File: src/include/icl_pkg.sv
// constants, types and helpers shared by the input current limit register bank
package icl_pkg;

  // command codes
  localparam logic [7:0] CMD_APPLIED = 8'h22;
  localparam logic [7:0] CMD_HOST = 8'h3f;

  // field layout
  localparam int CODE_W = 7;
  localparam int FIELD_LSB = 8;
  localparam int FIELD_MSB = 14;
  localparam int RSVD_BIT = 15;
  localparam int RSVD_HI_IN_BYTE = 7;

  // reset and restore words
  localparam logic [15:0] HOST_RESET_WORD = 16'h4000;
  localparam logic [15:0] HOST_RESTORE_WORD = 16'h4100;
  localparam logic [6:0] APPLIED_RESET_CODE = 7'h00;

  // scaling in milliamps
  localparam logic [12:0] STEP_MA = 13'h0032;
  localparam logic [12:0] OFFSET_MA = 13'h0032;

  // serial framing
  localparam logic [3:0] BITS_PER_BYTE = 4'h8;

  // slave states
  typedef enum logic [2:0] {
    ST_IDLE = 3'b000,
    ST_ADDR = 3'b001,
    ST_ADDR_ACK = 3'b010,
    ST_CMD = 3'b011,
    ST_CMD_ACK = 3'b100,
    ST_WDATA = 3'b101,
    ST_WDATA_ACK = 3'b110,
    ST_RDATA = 3'b111
  } icl_state_e;

  // code to milliamps including the offset
  function automatic logic [12:0] code_to_ma(input logic [6:0] code);
    code_to_ma = ({6'h00, code} * STEP_MA) + OFFSET_MA;
  endfunction

  // code placed into a full register word, reserved bits zero
  function automatic logic [15:0] code_to_word(input logic [6:0] code);
    code_to_word = {1'b0, code, 8'h00};
  endfunction

endpackage

File: src/verilog/icl_line_monitor.sv
// bus line sampler producing clock edges, start and stop events
`timescale 1ns/100ps
`default_nettype none
module icl_line_monitor (
  // clock and reset
  input wire logic clk,
  input wire logic reset,
  // bus lines
  input wire logic scl_in,
  input wire logic sda_in,
  // events
  output logic scl_rise,
  output logic scl_fall,
  output logic start_det,
  output logic stop_det,
  output logic sda_level
);

  logic scl_q_r;
  logic scl_p_r;
  logic sda_q_r;
  logic sda_p_r;

  // idle bus is high, so reset to high to avoid a false start
  always_ff @(posedge clk) begin
    if (reset) begin
      scl_q_r <= 1'b1;
      scl_p_r <= 1'b1;
      sda_q_r <= 1'b1;
      sda_p_r <= 1'b1;
    end else begin
      scl_q_r <= scl_in;
      scl_p_r <= scl_q_r;
      sda_q_r <= sda_in;
      sda_p_r <= sda_q_r;
    end
  end

  // sda moving while scl stays high marks start or stop
  assign scl_rise = scl_q_r & ~scl_p_r;
  assign scl_fall = ~scl_q_r & scl_p_r;
  assign start_det = scl_q_r & scl_p_r & sda_p_r & ~sda_q_r;
  assign stop_det = scl_q_r & scl_p_r & ~sda_p_r & sda_q_r;
  assign sda_level = sda_q_r;

endmodule
`default_nettype wire

File: src/verilog/icl_applied_limit.sv
// selects the limit regulation uses, from the host or from the optimizer
`timescale 1ns/100ps
`default_nettype none
module icl_applied_limit (
  // clock and reset
  input wire logic clk,
  input wire logic reset,
  // sources
  input wire logic [6:0] host_code,
  input wire logic optimizer_active,
  input wire logic [6:0] optimizer_code,
  // result
  output logic [6:0] applied_code,
  output logic [12:0] applied_ma
);

  logic [6:0] applied_code_r;
  logic [6:0] applied_code_nxt;
  logic [12:0] applied_ma_r;

  // optimizer value wins while it runs, else mirror the host code
  assign applied_code_nxt = optimizer_active ? optimizer_code : host_code;

  always_ff @(posedge clk) begin
    if (reset) begin
      applied_code_r <= icl_pkg::APPLIED_RESET_CODE;
      applied_ma_r <= icl_pkg::code_to_ma(icl_pkg::APPLIED_RESET_CODE);
    end else begin
      applied_code_r <= applied_code_nxt;
      applied_ma_r <= icl_pkg::code_to_ma(applied_code_nxt);
    end
  end

  assign applied_code = applied_code_r;
  assign applied_ma = applied_ma_r;

endmodule
`default_nettype wire

File: src/verilog/icl_regs.sv
// serial word slave holding the host and applied input current limit registers
`timescale 1ns/100ps
`default_nettype none
module icl_regs #(
  // bus address, value arbitrary
  parameter logic [6:0] SLAVE_ADDR = 7'h2a
) (
  // clock and reset
  input wire logic clk,
  input wire logic reset,
  // serial bus, sda open drain
  input wire logic scl_in,
  input wire logic sda_in,
  output logic sda_out,
  output logic sda_oe,
  // power path status
  input wire logic source_present,
  input wire logic optimizer_active,
  input wire logic [6:0] optimizer_code,
  // limits toward regulation
  output logic [6:0] host_limit_code,
  output logic [12:0] host_limit_ma,
  output logic [6:0] applied_limit_code,
  output logic [12:0] applied_limit_ma,
  // write rejected because of reserved bit
  output logic invalid_write
);

  // line events from the sampler
  logic scl_rise;
  logic scl_fall;
  logic start_det;
  logic stop_det;
  logic sda_level;

  icl_line_monitor u_line (
    .clk(clk),
    .reset(reset),
    .scl_in(scl_in),
    .sda_in(sda_in),
    .scl_rise(scl_rise),
    .scl_fall(scl_fall),
    .start_det(start_det),
    .stop_det(stop_det),
    .sda_level(sda_level)
  );

  // sequencer state, counters and their next values
  icl_pkg::icl_state_e state_r;
  icl_pkg::icl_state_e state_nxt;
  logic [3:0] bit_cnt_r;
  logic [3:0] bit_cnt_nxt;
  logic [7:0] shift_r;
  logic [7:0] shift_nxt;
  logic oe_r;
  logic oe_nxt;
  logic rw_r;
  logic rw_nxt;
  logic [7:0] cmd_r;
  logic [7:0] cmd_nxt;
  logic [7:0] low_r;
  logic [7:0] low_nxt;
  logic [1:0] idx_r;
  logic [1:0] idx_nxt;
  logic [15:0] rword_r;
  logic [15:0] rword_nxt;
  logic macked_r;
  logic macked_nxt;
  logic in_rack_r;
  logic in_rack_nxt;
  // write strobe, stored limit and status
  logic wr_stb;
  logic [6:0] host_code_r;
  logic [12:0] host_ma_r;
  logic invalid_r;
  logic src_prev_r;
  logic [6:0] applied_code;

  // decode
  wire byte_done = (bit_cnt_r == icl_pkg::BITS_PER_BYTE);
  wire addr_hit = (shift_r[7:1] == SLAVE_ADDR);
  wire [15:0] wr_word = {shift_r, low_r};
  // register selection and the reserved bit check
  wire hit_host = (cmd_r == icl_pkg::CMD_HOST);
  wire hit_applied = (cmd_r == icl_pkg::CMD_APPLIED);
  wire wr_reserved = wr_word[icl_pkg::RSVD_BIT];
  wire host_wr_ok = wr_stb & hit_host & ~wr_reserved;
  wire host_wr_bad = wr_stb & hit_host & wr_reserved;
  // a falling source level loads the restore code, not the reset code
  wire source_removed = src_prev_r & ~source_present;
  wire [6:0] restore_code = icl_pkg::HOST_RESTORE_WORD[icl_pkg::FIELD_MSB:icl_pkg::FIELD_LSB];
  wire [6:0] reset_code = icl_pkg::HOST_RESET_WORD[icl_pkg::FIELD_MSB:icl_pkg::FIELD_LSB];

  // read word is sampled whole at the read address, so both bytes stay coherent;
  // unmapped commands read as zero
  wire [15:0] read_mux = hit_host ? icl_pkg::code_to_word(host_code_r) :
                         hit_applied ? icl_pkg::code_to_word(applied_code) :
                         16'h0000;
  // second read byte is the high half; any later byte reads zero
  wire [7:0] next_rbyte = (idx_r == 2'h0) ? rword_r[15:8] : 8'h00;

  // slave sequencer; low byte travels first, high byte second
  always_comb begin
    // hold everything unless an event moves it
    state_nxt = state_r;
    bit_cnt_nxt = bit_cnt_r;
    shift_nxt = shift_r;
    oe_nxt = oe_r;
    rw_nxt = rw_r;
    cmd_nxt = cmd_r;
    low_nxt = low_r;
    idx_nxt = idx_r;
    rword_nxt = rword_r;
    macked_nxt = macked_r;
    in_rack_nxt = in_rack_r;
    wr_stb = 1'b0;
    // stop and start outrank whatever byte is in flight
    if (stop_det) begin
      state_nxt = icl_pkg::ST_IDLE;
      oe_nxt = 1'b0;
      in_rack_nxt = 1'b0;
    end else if (start_det) begin
      state_nxt = icl_pkg::ST_ADDR;
      bit_cnt_nxt = 4'h0;
      oe_nxt = 1'b0;
      in_rack_nxt = 1'b0;
    end else begin
      case (state_r)
        icl_pkg::ST_IDLE: begin
          oe_nxt = 1'b0;
        end
        icl_pkg::ST_ADDR, icl_pkg::ST_CMD, icl_pkg::ST_WDATA: begin
          // shift on the rising clock; act on the falling clock after eight bits
          if (scl_rise && !byte_done) begin
            shift_nxt = {shift_r[6:0], sda_level};
            bit_cnt_nxt = bit_cnt_r + 4'h1;
          end else if (scl_fall && byte_done) begin
            oe_nxt = 1'b1;
            if (state_r == icl_pkg::ST_ADDR) begin
              if (addr_hit) begin
                rw_nxt = shift_r[0];
                rword_nxt = read_mux;
                state_nxt = icl_pkg::ST_ADDR_ACK;
              end else begin
                oe_nxt = 1'b0;
                state_nxt = icl_pkg::ST_IDLE;
              end
            end else if (state_r == icl_pkg::ST_CMD) begin
              cmd_nxt = shift_r;
              idx_nxt = 2'h0;
              state_nxt = icl_pkg::ST_CMD_ACK;
            end else begin
              // bytes past the second are acked and dropped
              if (idx_r == 2'h0) begin
                low_nxt = shift_r;
              end else if (idx_r == 2'h1) begin
                wr_stb = 1'b1;
              end
              if (idx_r != 2'h2) begin
                idx_nxt = idx_r + 2'h1;
              end
              state_nxt = icl_pkg::ST_WDATA_ACK;
            end
          end
        end
        icl_pkg::ST_ADDR_ACK: begin
          if (scl_fall) begin
            bit_cnt_nxt = 4'h0;
            // the first read bit goes out as soon as the ack slot ends
            if (rw_r) begin
              shift_nxt = rword_r[7:0];
              oe_nxt = ~rword_r[7];
              idx_nxt = 2'h0;
              in_rack_nxt = 1'b0;
              state_nxt = icl_pkg::ST_RDATA;
            end else begin
              oe_nxt = 1'b0;
              state_nxt = icl_pkg::ST_CMD;
            end
          end
        end
        icl_pkg::ST_CMD_ACK, icl_pkg::ST_WDATA_ACK: begin
          // release the ack, then collect data bytes
          if (scl_fall) begin
            oe_nxt = 1'b0;
            bit_cnt_nxt = 4'h0;
            state_nxt = icl_pkg::ST_WDATA;
          end
        end
        icl_pkg::ST_RDATA: begin
          // slave transmit: a new bit leaves on each falling clock, except the one after the eighth bit, which frees the line
          if (!in_rack_r) begin
            if (scl_rise) begin
              bit_cnt_nxt = bit_cnt_r + 4'h1;
            end else if (scl_fall) begin
              if (byte_done) begin
                oe_nxt = 1'b0;
                in_rack_nxt = 1'b1;
              end else begin
                shift_nxt = {shift_r[6:0], 1'b0};
                oe_nxt = ~shift_r[6];
              end
            end
          end else begin
            // master acknowledge slot: low means send another byte
            if (scl_rise) begin
              macked_nxt = ~sda_level;
            end else if (scl_fall) begin
              in_rack_nxt = 1'b0;
              bit_cnt_nxt = 4'h0;
              if (macked_r) begin
                shift_nxt = next_rbyte;
                oe_nxt = ~next_rbyte[7];
                if (idx_r != 2'h2) begin
                  idx_nxt = idx_r + 2'h1;
                end
              end else begin
                state_nxt = icl_pkg::ST_IDLE;
              end
            end
          end
        end
        default: begin
          state_nxt = icl_pkg::ST_IDLE;
          oe_nxt = 1'b0;
        end
      endcase
    end
  end

  // sequencer registers
  always_ff @(posedge clk) begin
    if (reset) begin
      state_r <= icl_pkg::ST_IDLE;
      bit_cnt_r <= 4'h0;
      shift_r <= 8'h00;
      oe_r <= 1'b0;
      rw_r <= 1'b0;
      cmd_r <= 8'h00;
      low_r <= 8'h00;
      idx_r <= 2'h0;
      rword_r <= 16'h0000;
      macked_r <= 1'b0;
      in_rack_r <= 1'b0;
    end else begin
      state_r <= state_nxt;
      bit_cnt_r <= bit_cnt_nxt;
      shift_r <= shift_nxt;
      oe_r <= oe_nxt;
      rw_r <= rw_nxt;
      cmd_r <= cmd_nxt;
      low_r <= low_nxt;
      idx_r <= idx_nxt;
      rword_r <= rword_nxt;
      macked_r <= macked_nxt;
      in_rack_r <= in_rack_nxt;
    end
  end

  // host limit storage; only the code is kept, so low byte writes vanish.
  // source removal outranks a write landing in the same cycle
  always_ff @(posedge clk) begin
    if (reset) begin
      host_code_r <= reset_code;
      host_ma_r <= icl_pkg::code_to_ma(reset_code);
      src_prev_r <= 1'b0;
      invalid_r <= 1'b0;
    end else begin
      src_prev_r <= source_present;
      invalid_r <= host_wr_bad;
      if (source_removed) begin
        host_code_r <= restore_code;
        host_ma_r <= icl_pkg::code_to_ma(restore_code);
      end else if (host_wr_ok) begin
        host_code_r <= wr_word[icl_pkg::FIELD_MSB:icl_pkg::FIELD_LSB];
        host_ma_r <= icl_pkg::code_to_ma(wr_word[icl_pkg::FIELD_MSB:icl_pkg::FIELD_LSB]);
      end
    end
  end

  // writes to the applied register fall through: it has no write path
  icl_applied_limit u_applied (
    .clk(clk),
    .reset(reset),
    .host_code(host_code_r),
    .optimizer_active(optimizer_active),
    .optimizer_code(optimizer_code),
    .applied_code(applied_code),
    .applied_ma(applied_limit_ma)
  );

  // outputs
  // open drain: the pin is only ever pulled low, sda_oe says when
  assign sda_out = 1'b0;
  assign sda_oe = oe_r;
  assign host_limit_code = host_code_r;
  assign host_limit_ma = host_ma_r;
  assign applied_limit_code = applied_code;
  assign invalid_write = invalid_r;

endmodule
`default_nettype wire

File: config.mk
export PLATFORM = sky130hd
export DESIGN_NAME = icl_regs
export DESIGN_NICKNAME = d
export VERILOG_FILES = /design/src/include/icl_pkg.sv /design/src/verilog/icl_line_monitor.sv /design/src/verilog/icl_applied_limit.sv /design/src/verilog/icl_regs.sv
export SDC_FILE = /design/constraint.sdc
export NUM_CORES = 1
export LEC_CHECK = 0
export BUFFER_PORTS_ARGS = -buffer_cell sky130_fd_sc_hd__buf_2
export CAP_MARGIN = 20
export CORE_MARGIN = 2
export CORE_UTILIZATION = 53
export DETAILED_ROUTE_END_ITERATION = 8
export PLACE_DENSITY = 0.82
export SETUP_SLACK_MARGIN = 0.15
export SLEW_MARGIN = 10
export SYNTH_ARGS = -nofsm -noshare
export SYNTH_HDL_FRONTEND = slang
export SYNTH_SLANG_ARGS = --single-unit
File: constraint.sdc
create_clock -name clk -period 3.8 [get_ports clk]
set_input_delay 0.38 -clock clk [delete_from_list [all_inputs] [get_ports clk]]
set_output_delay 0.38 -clock clk [all_outputs]
set_load 0.05 [all_outputs]
==> flow_metrics.env, run 1 <==
export IMPL_hp_class="in2reg"
export IMPL_finish_utilization=0.633
export IMPL_dieArea_um2=10100
export IMPL_internal_power_uw=1350
export IMPL_numCtsBuffers=9
export IMPL_p_clk_frac=0.294
export IMPL_fin_setup_tns_ns=0
export IMPL_initial_core_util=0.539
export IMPL_nFillCells=739
export IMPL_syn_to_final_growth_pct=17.5
export IMPL_cts_sinks=80
export IMPL_r2r_start="host_limit_code[3]$_SDFFE_PP0P_"
export IMPL_period_share=0.949
export IMPL_grt_pass1_wl_um=19700
export IMPL_ff2ff_path_depth=13
export IMPL_crit_type="reg2reg"
export IMPL_synth_top_area_cell="dfxtp_1"
export IMPL_core_area_um2=9150
export IMPL_ys_flop_type="dfxtp_1"
export IMPL_timing_fmax_mhz=277
export IMPL_switching_power_uw=681
export IMPL_worst_pin_slew_ns=0.747
export IMPL_arrival_ns=3.90
export IMPL_antenna_found_initial=0
export IMPL_cts_tree="done"
export IMPL_clkTransAtPathRegs_ns=0.09
export IMPL_synthArstFlopShare=0
export IMPL_drt_iter0_drc=208
export IMPL_synth_area_um2=4930
export IMPL_clk_path_buf_depth=2
export IMPL_hold_buffers=0
export IMPL_endpoint_kind="flip-flop"
export IMPL_vias=4501
export IMPL_fp_dieH_um=100
export IMPL_period_minus_slack_ns=3.60
export IMPL_ant_nets=0
export IMPL_cts_max_level=3
export IMPL_clockRootBuffer="clkbuf_8"
export IMPL_power_frac_comb=0.267
export IMPL_ys_seq_area_frac=0.325
export IMPL_finalPower_uw=2030
export IMPL_synth_area_top_cells="dfxtp_1 32%, ha_1 15%, nor2_1 4.9%, a211oi_1 4.0%, nand2_1 2.8%"
export IMPL_r2r_setup_slack_ns=0.20
export IMPL_wl_per_cell_um=16.6
export IMPL_peakVddDrop_mv=0.255
export IMPL_drtPass1Iterations=5
export IMPL_status="completed"
export IMPL_whs_ns=0.203
export IMPL_place_congestion=0.927
export IMPL_layout_drive_gt1_share=0.214
export IMPL_drc=0
export IMPL_grt_start_max_net_pins=42
export IMPL_yosysTopAreaCellShare=0.325
export IMPL_grt_overflow=0
export IMPL_p_per_area_nw_per_um2=351
export IMPL_synth_avg_cell_area_um2=8.65
export IMPL_cp_data_required_time_ns=4.10
export IMPL_syn_inst=570
export IMPL_routed_wl_um=12500
export IMPL_grt_use_total=0.241
export IMPL_insertion_delay_ns=0.36
export IMPL_switching_share=0.335
export IMPL_fin_nets=715
export IMPL_vias_per_cell=5.96
export IMPL_skew_ns=0.00885
export IMPL_drv_slew=0
export IMPL_worstSetupStartpointType="flip-flop"
export IMPL_p_seq_frac=0.439
export IMPL_synth_edf_count=0
export IMPL_synth_common_cells="80 x dfxtp_1, 65 x nor2_1, 59 x ha_1"
export IMPL_relSlewSlack=0.500
export IMPL_ys_seq_elements=80
export IMPL_drv_cap=0
export IMPL_multi_input_area_um2=3240
export IMPL_io_buffers=52
export IMPL_ys_warn_count=0
export IMPL_dp_hpwl_um=8620
export IMPL_rsz0062_at_grt="yes"
export IMPL_grt_pass1_vias=4215
export IMPL_finalHoldViolCount=0
export IMPL_ys_types=62
export IMPL_crit_path_max_fanout=4
export IMPL_r2r_end="u_applied.applied_ma[12]$_SDFF_PP0_"
export IMPL_fp_row_count=35
export IMPL_holdPathStages=2
export IMPL_setup_viol=0
export IMPL_hold_start="sda_in"
export IMPL_regArea_um2=1610
export IMPL_num_antenna_cells=0
export IMPL_io_pins=56
export IMPL_min_to="u_line.sda_level$_SDFF_PP1_"
export IMPL_power_leakage_uw=0.00259
export IMPL_yosysMostFrequentCell="dfxtp_1"
export IMPL_die_w_um=100
-- per-layer routing --
layer,wire length [um],global-route usage,up-vias
met4,282,0.0717,0
met3,692,0.0499,31
met2,6180,0.401,155
li1,-,-,2181
met5,0,0,-
met1,5400,0.317,2134
-- power groups by stage --
| stage | sequential, uW | clock (uW) | combinational (uW) |
|---|---|---|---|
| 2_1_floorplan | 1010 | 0 | 270 |
| 3_3_place_gp | 912 | 0 | 479 |
| 3_5_place_dp | 913 | 0 | 492 |
| 4_1_cts | 893 | 608 | 513 |
| 5_1_grt | 897 | 642 | 590 |
| 6_report | 893 | 597 | 543 |
-- metrics by stage --
step | instances | instance area, um2 | setup slack, ns
2_1_floorplan | 572 | 4970 | -0.00435
3_3_place_gp | 734 | 5460 | -0.106
3_5_place_dp | 734 | 5460 | -0.198
4_1_cts | 754 | 5720 | 0.0908
5_1_grt | 755 | 5790 | 0.111
6_report | 755 | 5790 | 0.195
-- worst max path at each step --
| stage | startpoint | endpoint | slack [ns] | cells past startpoint |
|---|---|---|---|---|
| 6_report | host_limit_code[3]$_SDFFE_PP0P_ | u_applied.applied_ma[12]$_SDFF_PP0_ | 0.20 | 13 |
| 5_1_grt | host_limit_code[3]$_SDFFE_PP0P_ | u_applied.applied_ma[12]$_SDFF_PP0_ | 0.11 | 13 |
| 4_1_cts | host_limit_code[2]$_SDFFE_PP0P_ | u_applied.applied_ma[12]$_SDFF_PP0_ | 0.09 | 11 |
| 3_5_place_dp | optimizer_active | u_applied.applied_ma[12]$_SDFF_PP0_ | -0.20 | 12 |
| 3_3_place_gp | optimizer_active | u_applied.applied_ma[12]$_SDFF_PP0_ | -0.11 | 12 |
| 2_1_floorplan | optimizer_active | u_applied.applied_ma[12]$_SDFF_PP0_ | -0.004 | 12 |
-- flip-flops by register name, indices dropped and copies added (netlist names) --
signal,cells
state_r,3
idx_r,2
u_line.scl_p_r,1
cmd_r,8
u_line.sda_level,1
host_limit_ma,12
in_rack_r,1
rword_r,7
invalid_write,1
macked_r,1
host_limit_code,7
sda_oe,1
src_prev_r,1
u_line.scl_q_r,1
u_applied.applied_ma,12
u_line.sda_p_r,1
bit_cnt_r,4
rw_r,1
shift_r,8
u_applied.applied_code,7
-- critical path, cell delays in order, from the launching register on --
cell and delay [ns]:
dfxtp_2 0.35, mux2_4 0.30, buf_4 0.15, ha_1 0.28, ha_1 0.30, ha_1 0.34, ha_4 0.27, o21a_1 0.19
o31a_1 0.13, buf_6 0.13, a2111oi_4 0.21, nand4_1 0.23, or4b_1 0.56, nand4_1 0.10
-- repair_timing --
| action | in CTS | in global routing |
|---|---|---|
| buffers inserted | 4 | 1 |
| cloned | 0 | 0 |
| pin swaps | 6 | 9 |
| gates resized for setup | 7 | 17 |
| hold endpoints to repair | 0 | 0 |
| setup endpoints to repair | 1 | 3 |
-- cell families (layout without fill, tap and decap cells) --
group                    after synthesis  in the layout  share of synthesized area
XOR/XNOR                              21             21                     0.0373
buffers and inverters                 56            128                     0.0462
flip-flops                            80             80                      0.325
AND/OR/NAND/NOR                      200            200                      0.206
other                                  1              3                   0.000760
adder cells (fa/ha/maj)               63             63                      0.166
AO/OA/AOI/OAI                        133            133                      0.185
multiplexers                          16             16                     0.0340
-- final cells by class --
| class | instances | share of cell area |
|---|---|---|
| repair buffers | 86 | 0.0896 |
| clock buffers | 11 | 0.0244 |
| inverters | 26 | 0.0168 |
| flip-flops and latches | 80 | 0.278 |
| well taps | 111 | 0.0240 |
| clock inverters | 5 | 0.00691 |
| multi-input cells | 436 | 0.560 |
-- cell usage in the layout (no fill, tap or decap), types with 5 or more instances in the layout --
master	instances
o211ai_1	8
a21o_1	8
clkbuf_8	10
a22oi_1	14
inv_1	25
nand4_1	9
dfxtp_1	75
nand3_1	16
o21a_1	5
buf_4	33
a211oi_1	25
xor2_1	7
a21oi_1	27
xnor2_1	12
nor2b_1	13
ha_1	53
nor2_1	65
nand2b_1	14
mux2i_1	10
nor3_1	8
buf_2	52
nand2_1	37
o21ai_0	14
or2_2	8
No activity file was read; power rests on OpenSTA's default activity.
==> run 2: changes to the inputs <==
CORE_UTILIZATION = 55   (was 53)
CTS_BUF_LIST = sky130_fd_sc_hd__clkbuf_4 sky130_fd_sc_hd__clkbuf_8   (was default)
PLACE_DENSITY = 0.85   (was 0.82)
==> run 2 against run 1 <==
Cell count down 0.79%. Non-clock buffer count down 3. Cell area up 0.15%. Sequential power about the same. Global-route usage up 1.9 points. First-iteration DRC count up 43%. Highest routed layer unchanged.
==> flow_metrics.env, run 2 (same netlist as run 1, synthesis figures left out) <==
export IMPL_drv_cap=0
export IMPL_io_buffers=52
export IMPL_cts_tree="done"
export IMPL_arrival_ns=3.92
export IMPL_place_congestion=0.886
export IMPL_insertion_delay_ns=0.35
export IMPL_wl_per_cell_um=16.5
export IMPL_grt_pass1_vias=4444
export IMPL_dieArea_um2=9740
export IMPL_drt_iter0_drc=297
export IMPL_peakVddDrop_mv=0.318
export IMPL_drc=0
export IMPL_final_common_cell="dfxtp_1"
export IMPL_numCtsBuffers=9
export IMPL_cp_data_required_time_ns=4.10
export IMPL_vias=4510
export IMPL_finalPower_uw=2100
export IMPL_routed_wl_um=12400
export IMPL_p_per_area_nw_per_um2=363
export IMPL_detailed_place_area_um2=5470
export IMPL_clockRootBuffer="clkbuf_8"
export IMPL_skew_ns=0.0112
export IMPL_crit_type="reg2reg"
export IMPL_instances_no_fill=749
export IMPL_antenna_found_initial=0
export IMPL_relSlewSlack=0.503
export IMPL_crit_chain="mux2_4 > ha_4 > ha_4 > fa_1 > ha_4 > nor2b_4 > o31a_1 > or4_4 > o311a_4 > or4b_1 > nand4_1"
export IMPL_fp_row_count=34
export IMPL_cts_sinks=80
export IMPL_dp_hpwl_um=8760
export IMPL_period_minus_slack_ns=3.62
export IMPL_hp_class="in2reg"
export IMPL_finalHoldViolCount=0
export IMPL_crit_path_max_fanout=5
export IMPL_syn_to_final_growth_pct=17.7
export IMPL_fp_dieH_um=98.7
export IMPL_clkTransAtPathRegs_ns=0.09
export IMPL_crit_slowest_cell="fa_1"
export IMPL_status="completed"
export IMPL_worst_slack_ns=0.182
export IMPL_period_share=0.952
export IMPL_holdPathStages=2
export IMPL_cp_slowest_stage_delay_ns=0.54
export IMPL_layout_drive_gt1_share=0.209
export IMPL_nFillCells=638
export IMPL_pre_cts_ws_ns=-0.223
export IMPL_initial_core_util=0.565
export IMPL_io_pins=56
export IMPL_worst_pin_slew_ns=0.743
export IMPL_power_leakage_uw=0.00257
export IMPL_num_antenna_cells=0
export IMPL_finalInstanceArea_um2=5800
export IMPL_ff2ff_path_depth=11
export IMPL_core_area_um2=8720
export IMPL_vias_per_cell=6.02
export IMPL_die_w_um=98.7
export IMPL_timing_critical_path_mode_cell="ha_4"
export IMPL_hold_buffers=0
export IMPL_final_cell_mix="76 x dfxtp_1, 65 x nor2_1, 52 x buf_2, 51 x ha_1, 37 x nand2_1"
export IMPL_worstSetupStartpointType="flip-flop"
export IMPL_clk_path_buf_depth=2
export IMPL_grt_overflow=0
export IMPL_drtPass1Iterations=5
export IMPL_grt_start_max_net_pins=37
export IMPL_drv_slew=0
export IMPL_cts_max_level=3
export IMPL_rsz0062_at_grt="yes"
export IMPL_grt_use_total=0.260
export IMPL_grt_pass1_wl_um=20900
export IMPL_endpoint_kind="flip-flop"
export IMPL_timing_fmax_mhz=276
export IMPL_setup_viol=0
export IMPL_place_inst=733
export IMPL_finish_utilization=0.665
export IMPL_ant_nets=0
export IMPL_fin_nets=712
run 2: cell count changes in the layout (fill, tap and decap cells not counted), moves of 2 or more:
cell | before | now
ha_4 | 4 | 7
dfxtp_4 | 2 | 0
ha_1 | 53 | 51
xnor2_1 | 12 | 14
xnor2_2 | 2 | 0
buf_4 | 33 | 31
run 2: final cells by class:
type	instances	area, um2	area share
well taps	108	135	0.0233
repair buffers	83	493	0.0850
clock inverters	5	63.8	0.0110
inverters	26	97.6	0.0168
clock buffers	11	145	0.0250
flip-flops and latches	80	1610	0.277
multi-input cells	436	3260	0.562
run 2: timing repair:
item / in CTS / in global routing
pin swaps: 2 / 10
setup endpoints to repair: 1 / 6
setup buffers: 0 / 0
resized for setup: 4 / 18
run 2: layer usage:
metal,global-route usage,wire [um]
met4,0.0864,258
met3,0.0440,777
met2,0.436,5970
met5,0,0
met1,0.342,5380
run 2: worst max-delay path: cells and delay by family, from the launching register on:
family                     cells  cell delay (ns)
adders and majority gates      4             1.22
and+or+nand+nor                4             1.20
AOI/OAI and AO/OA              2             0.46
DFF                            1             0.35
muxes                          1             0.31
run 2: final timing paths:
kind / start / to / slack [ns]
max: host_limit_code[2]$_SDFFE_PP0P_ / u_applied.applied_ma[12]$_SDFF_PP0_ / 0.18
min: sda_in / u_line.sda_level$_SDFF_PP1_ / 0.23
max reg2reg: host_limit_code[2]$_SDFFE_PP0P_ / u_applied.applied_ma[12]$_SDFF_PP0_ / 0.18
min reg2reg: idx_r[1]$_SDFFE_PP0P_ / idx_r[1]$_SDFFE_PP0P_ / 0.48
run 2: where the power goes:
group | leakage [uW] | internal [uW] | switching (uW)
combinational | 0.00181 | 211 | 325
clock | 0.000104 | 335 | 339
sequential | 0.000654 | 874 | 18.6
total | 0.00257 | 1420 | 683
run 2: metrics by stage:
stage / setup TNS (ns) / hold WS [ns]
after floorplan: -0.00435 / 0.446
after detailed placement: -0.223 / 0.476
after global routing: 0 / 0.232
after CTS: 0 / 0.226
final: 0 / 0.234
after global placement: -0.0693 / 0.457
==> run 3: changes to the inputs <==
MAX_ROUTING_LAYER = met4   (was default)
REMOVE_ABC_BUFFERS = 1   (was default)
==> run 3 against run 2 <==
Via count is 1.6% higher. Cell area grew 0.26%. Global-route usage about the same. Critical path depth rose by 1. Clock power is 0.6% lower. Routed wire length is 2.3% higher. Count of clock-buffer cells in the layout grew 2. Sequential share of layout area decreased by 0.093 points. First-iteration DRC count decreased by 2.0%. Sequential power about the same. Utilization is 0.17 points higher. Largest power group unchanged. Highest routed layer unchanged.
==> flow_metrics.env, run 3 (same netlist as run 1, synthesis figures left out) <==
export IMPL_status="completed"
export IMPL_multi_input_area_um2=3230
export IMPL_numCtsBuffers=9
export IMPL_regArea_um2=1610
export IMPL_grt_start_max_net_pins=39
export IMPL_whs_ns=0.215
export IMPL_drtPass1Iterations=5
export IMPL_p_per_area_nw_per_um2=364
export IMPL_period_minus_slack_ns=3.58
export IMPL_crit_path_max_fanout=3
export IMPL_vias_per_cell=6.08
export IMPL_fin_setup_tns_ns=0
export IMPL_peakVddDrop_mv=0.302
export IMPL_worst_pin_slew_ns=0.724
export IMPL_p_seq_frac=0.422
export IMPL_setup_viol=0
export IMPL_clkTransAtPathRegs_ns=0.08
export IMPL_wl_per_cell_um=16.8
export IMPL_internal_power_uw=1460
export IMPL_grt_overflow=0
export IMPL_layout_drive_gt1_share=0.214
export IMPL_cp_data_required_time_ns=4.09
export IMPL_hp_class="in2reg"
export IMPL_arrival_ns=3.86
export IMPL_io_pins=56
export IMPL_cts_tree="done"
export IMPL_grt_pass1_wl_um=20100
export IMPL_place_inst=736
export IMPL_drv_slew=0
export IMPL_cts_max_level=3
export IMPL_final_common_cell="dfxtp_1"
export IMPL_drv_cap=0
export IMPL_timing_fmax_mhz=280
export IMPL_relSlewSlack=0.517
export IMPL_place_congestion=0.874
export IMPL_finalHoldViolCount=0
export IMPL_finalPower_uw=2120
export IMPL_p_clk_frac=0.317
export IMPL_instances_no_fill=754
export IMPL_fp_row_count=34
export IMPL_nFillCells=689
export IMPL_vias=4582
export IMPL_dieArea_um2=9740
export IMPL_clockRootBuffer="clkbuf_8"
export IMPL_io_buffers=52
export IMPL_rsz0062_at_grt="no"
export IMPL_grt_pass1_vias=4288
export IMPL_cts_sinks=80
export IMPL_die_w_um=98.7
export IMPL_clk_path_buf_depth=2
export IMPL_syn_to_final_growth_pct=18.0
export IMPL_grt_use_total=0.260
export IMPL_power_frac_comb=0.261
export IMPL_core_area_um2=8720
export IMPL_drt_iter0_drc=291
export IMPL_worstSetupStartpointType="flip-flop"
export IMPL_final_cell_mix="77 x dfxtp_1, 63 x nor2_1, 54 x ha_1, 52 x buf_2"
export IMPL_antenna_found_initial=0
export IMPL_fp_dieH_um=98.7
export IMPL_endpoint_kind="flip-flop"
export IMPL_crit_type="reg2reg"
export IMPL_power_leakage_uw=0.00260
export IMPL_dp_hpwl_um=8950
export IMPL_insertion_delay_ns=0.35
export IMPL_initial_core_util=0.565
export IMPL_drc=0
export IMPL_period_share=0.941
export IMPL_skew_ns=0.0145
export IMPL_num_antenna_cells=0
export IMPL_switching_power_uw=660
export IMPL_fin_nets=718
export IMPL_ant_nets=0
export IMPL_switching_share=0.312
export IMPL_finish_utilization=0.667
export IMPL_routed_wl_um=12700
-- run 3: worst paths after layout --
check | endpoint | startpoint | depth (start not counted) | slack [ns]
worst max-delay path | u_applied.applied_ma[12]$_SDFF_PP0_ | host_limit_code[2]$_SDFFE_PP0P_ | 12 | 0.22
worst min-delay path | u_line.scl_q_r$_SDFF_PP1_ | scl_in | 2 | 0.21
worst max register to register | u_applied.applied_ma[12]$_SDFF_PP0_ | host_limit_code[2]$_SDFFE_PP0P_ | 12 | 0.22
worst min register to register | idx_r[1]$_SDFFE_PP0P_ | idx_r[1]$_SDFFE_PP0P_ | 2 | 0.48
-- run 3: critical path, cell delays in order, from the launching register on --
cell      delay (ns)
dfxtp_2         0.34
mux2_4          0.31
ha_4            0.27
ha_2            0.26
ha_1            0.31
ha_1            0.33
a211oi_1        0.40
buf_4           0.19
o21ai_0         0.13
a21o_1          0.20
a21o_1          0.19
or4b_1          0.49
nand4_1         0.10
-- run 3: what timing repair did --
item | in CTS | in global routing
hold buffers | 0 | 0
setup buffers | 2 | 1
endpoints found under the hold margin | 0 | 0
setup endpoints to repair | 1 | 4
pin swaps | 10 | 7
gates resized for setup | 11 | 10
-- run 3: layer usage --
metal  global-route usage  routed length, um  vias up  share of wire
li1                     -                  -     2177              -
met1                0.316               5230     2190           0.41
met2                0.448               6430      181           0.51
met3               0.0326                731       34          0.058
met4               0.0854                272        0          0.021
met5                    -                  0        -              0
-- run 3: power by group through the flow --
stage | Sequential, uW | Clock [uW] | Combinational (uW)
floorplan | 1010 | 0 | 246
global placement | 911 | 0 | 482
detailed placement | 911 | 0 | 497
CTS | 892 | 677 | 527
global route | 896 | 703 | 595
finish | 892 | 671 | 552
-- run 3: cell type report --
class | instances | share of cell area
clock buffer | 13 | 0.0297
tap | 108 | 0.0232
sequential | 80 | 0.276
timing repair buffer | 89 | 0.0925
multi-input combinational | 436 | 0.555
clock inverter | 2 | 0.00645
inverter | 26 | 0.0168
-- run 3: stage by stage --
step	instance area (um2)	setup slack (ns)
6_report	5820	0.225
5_1_grt	5820	0.119
4_1_cts	5770	0.152
3_5_place_dp	5460	-0.271
3_3_place_gp	5460	-0.205
2_1_floorplan	4810	-0.143
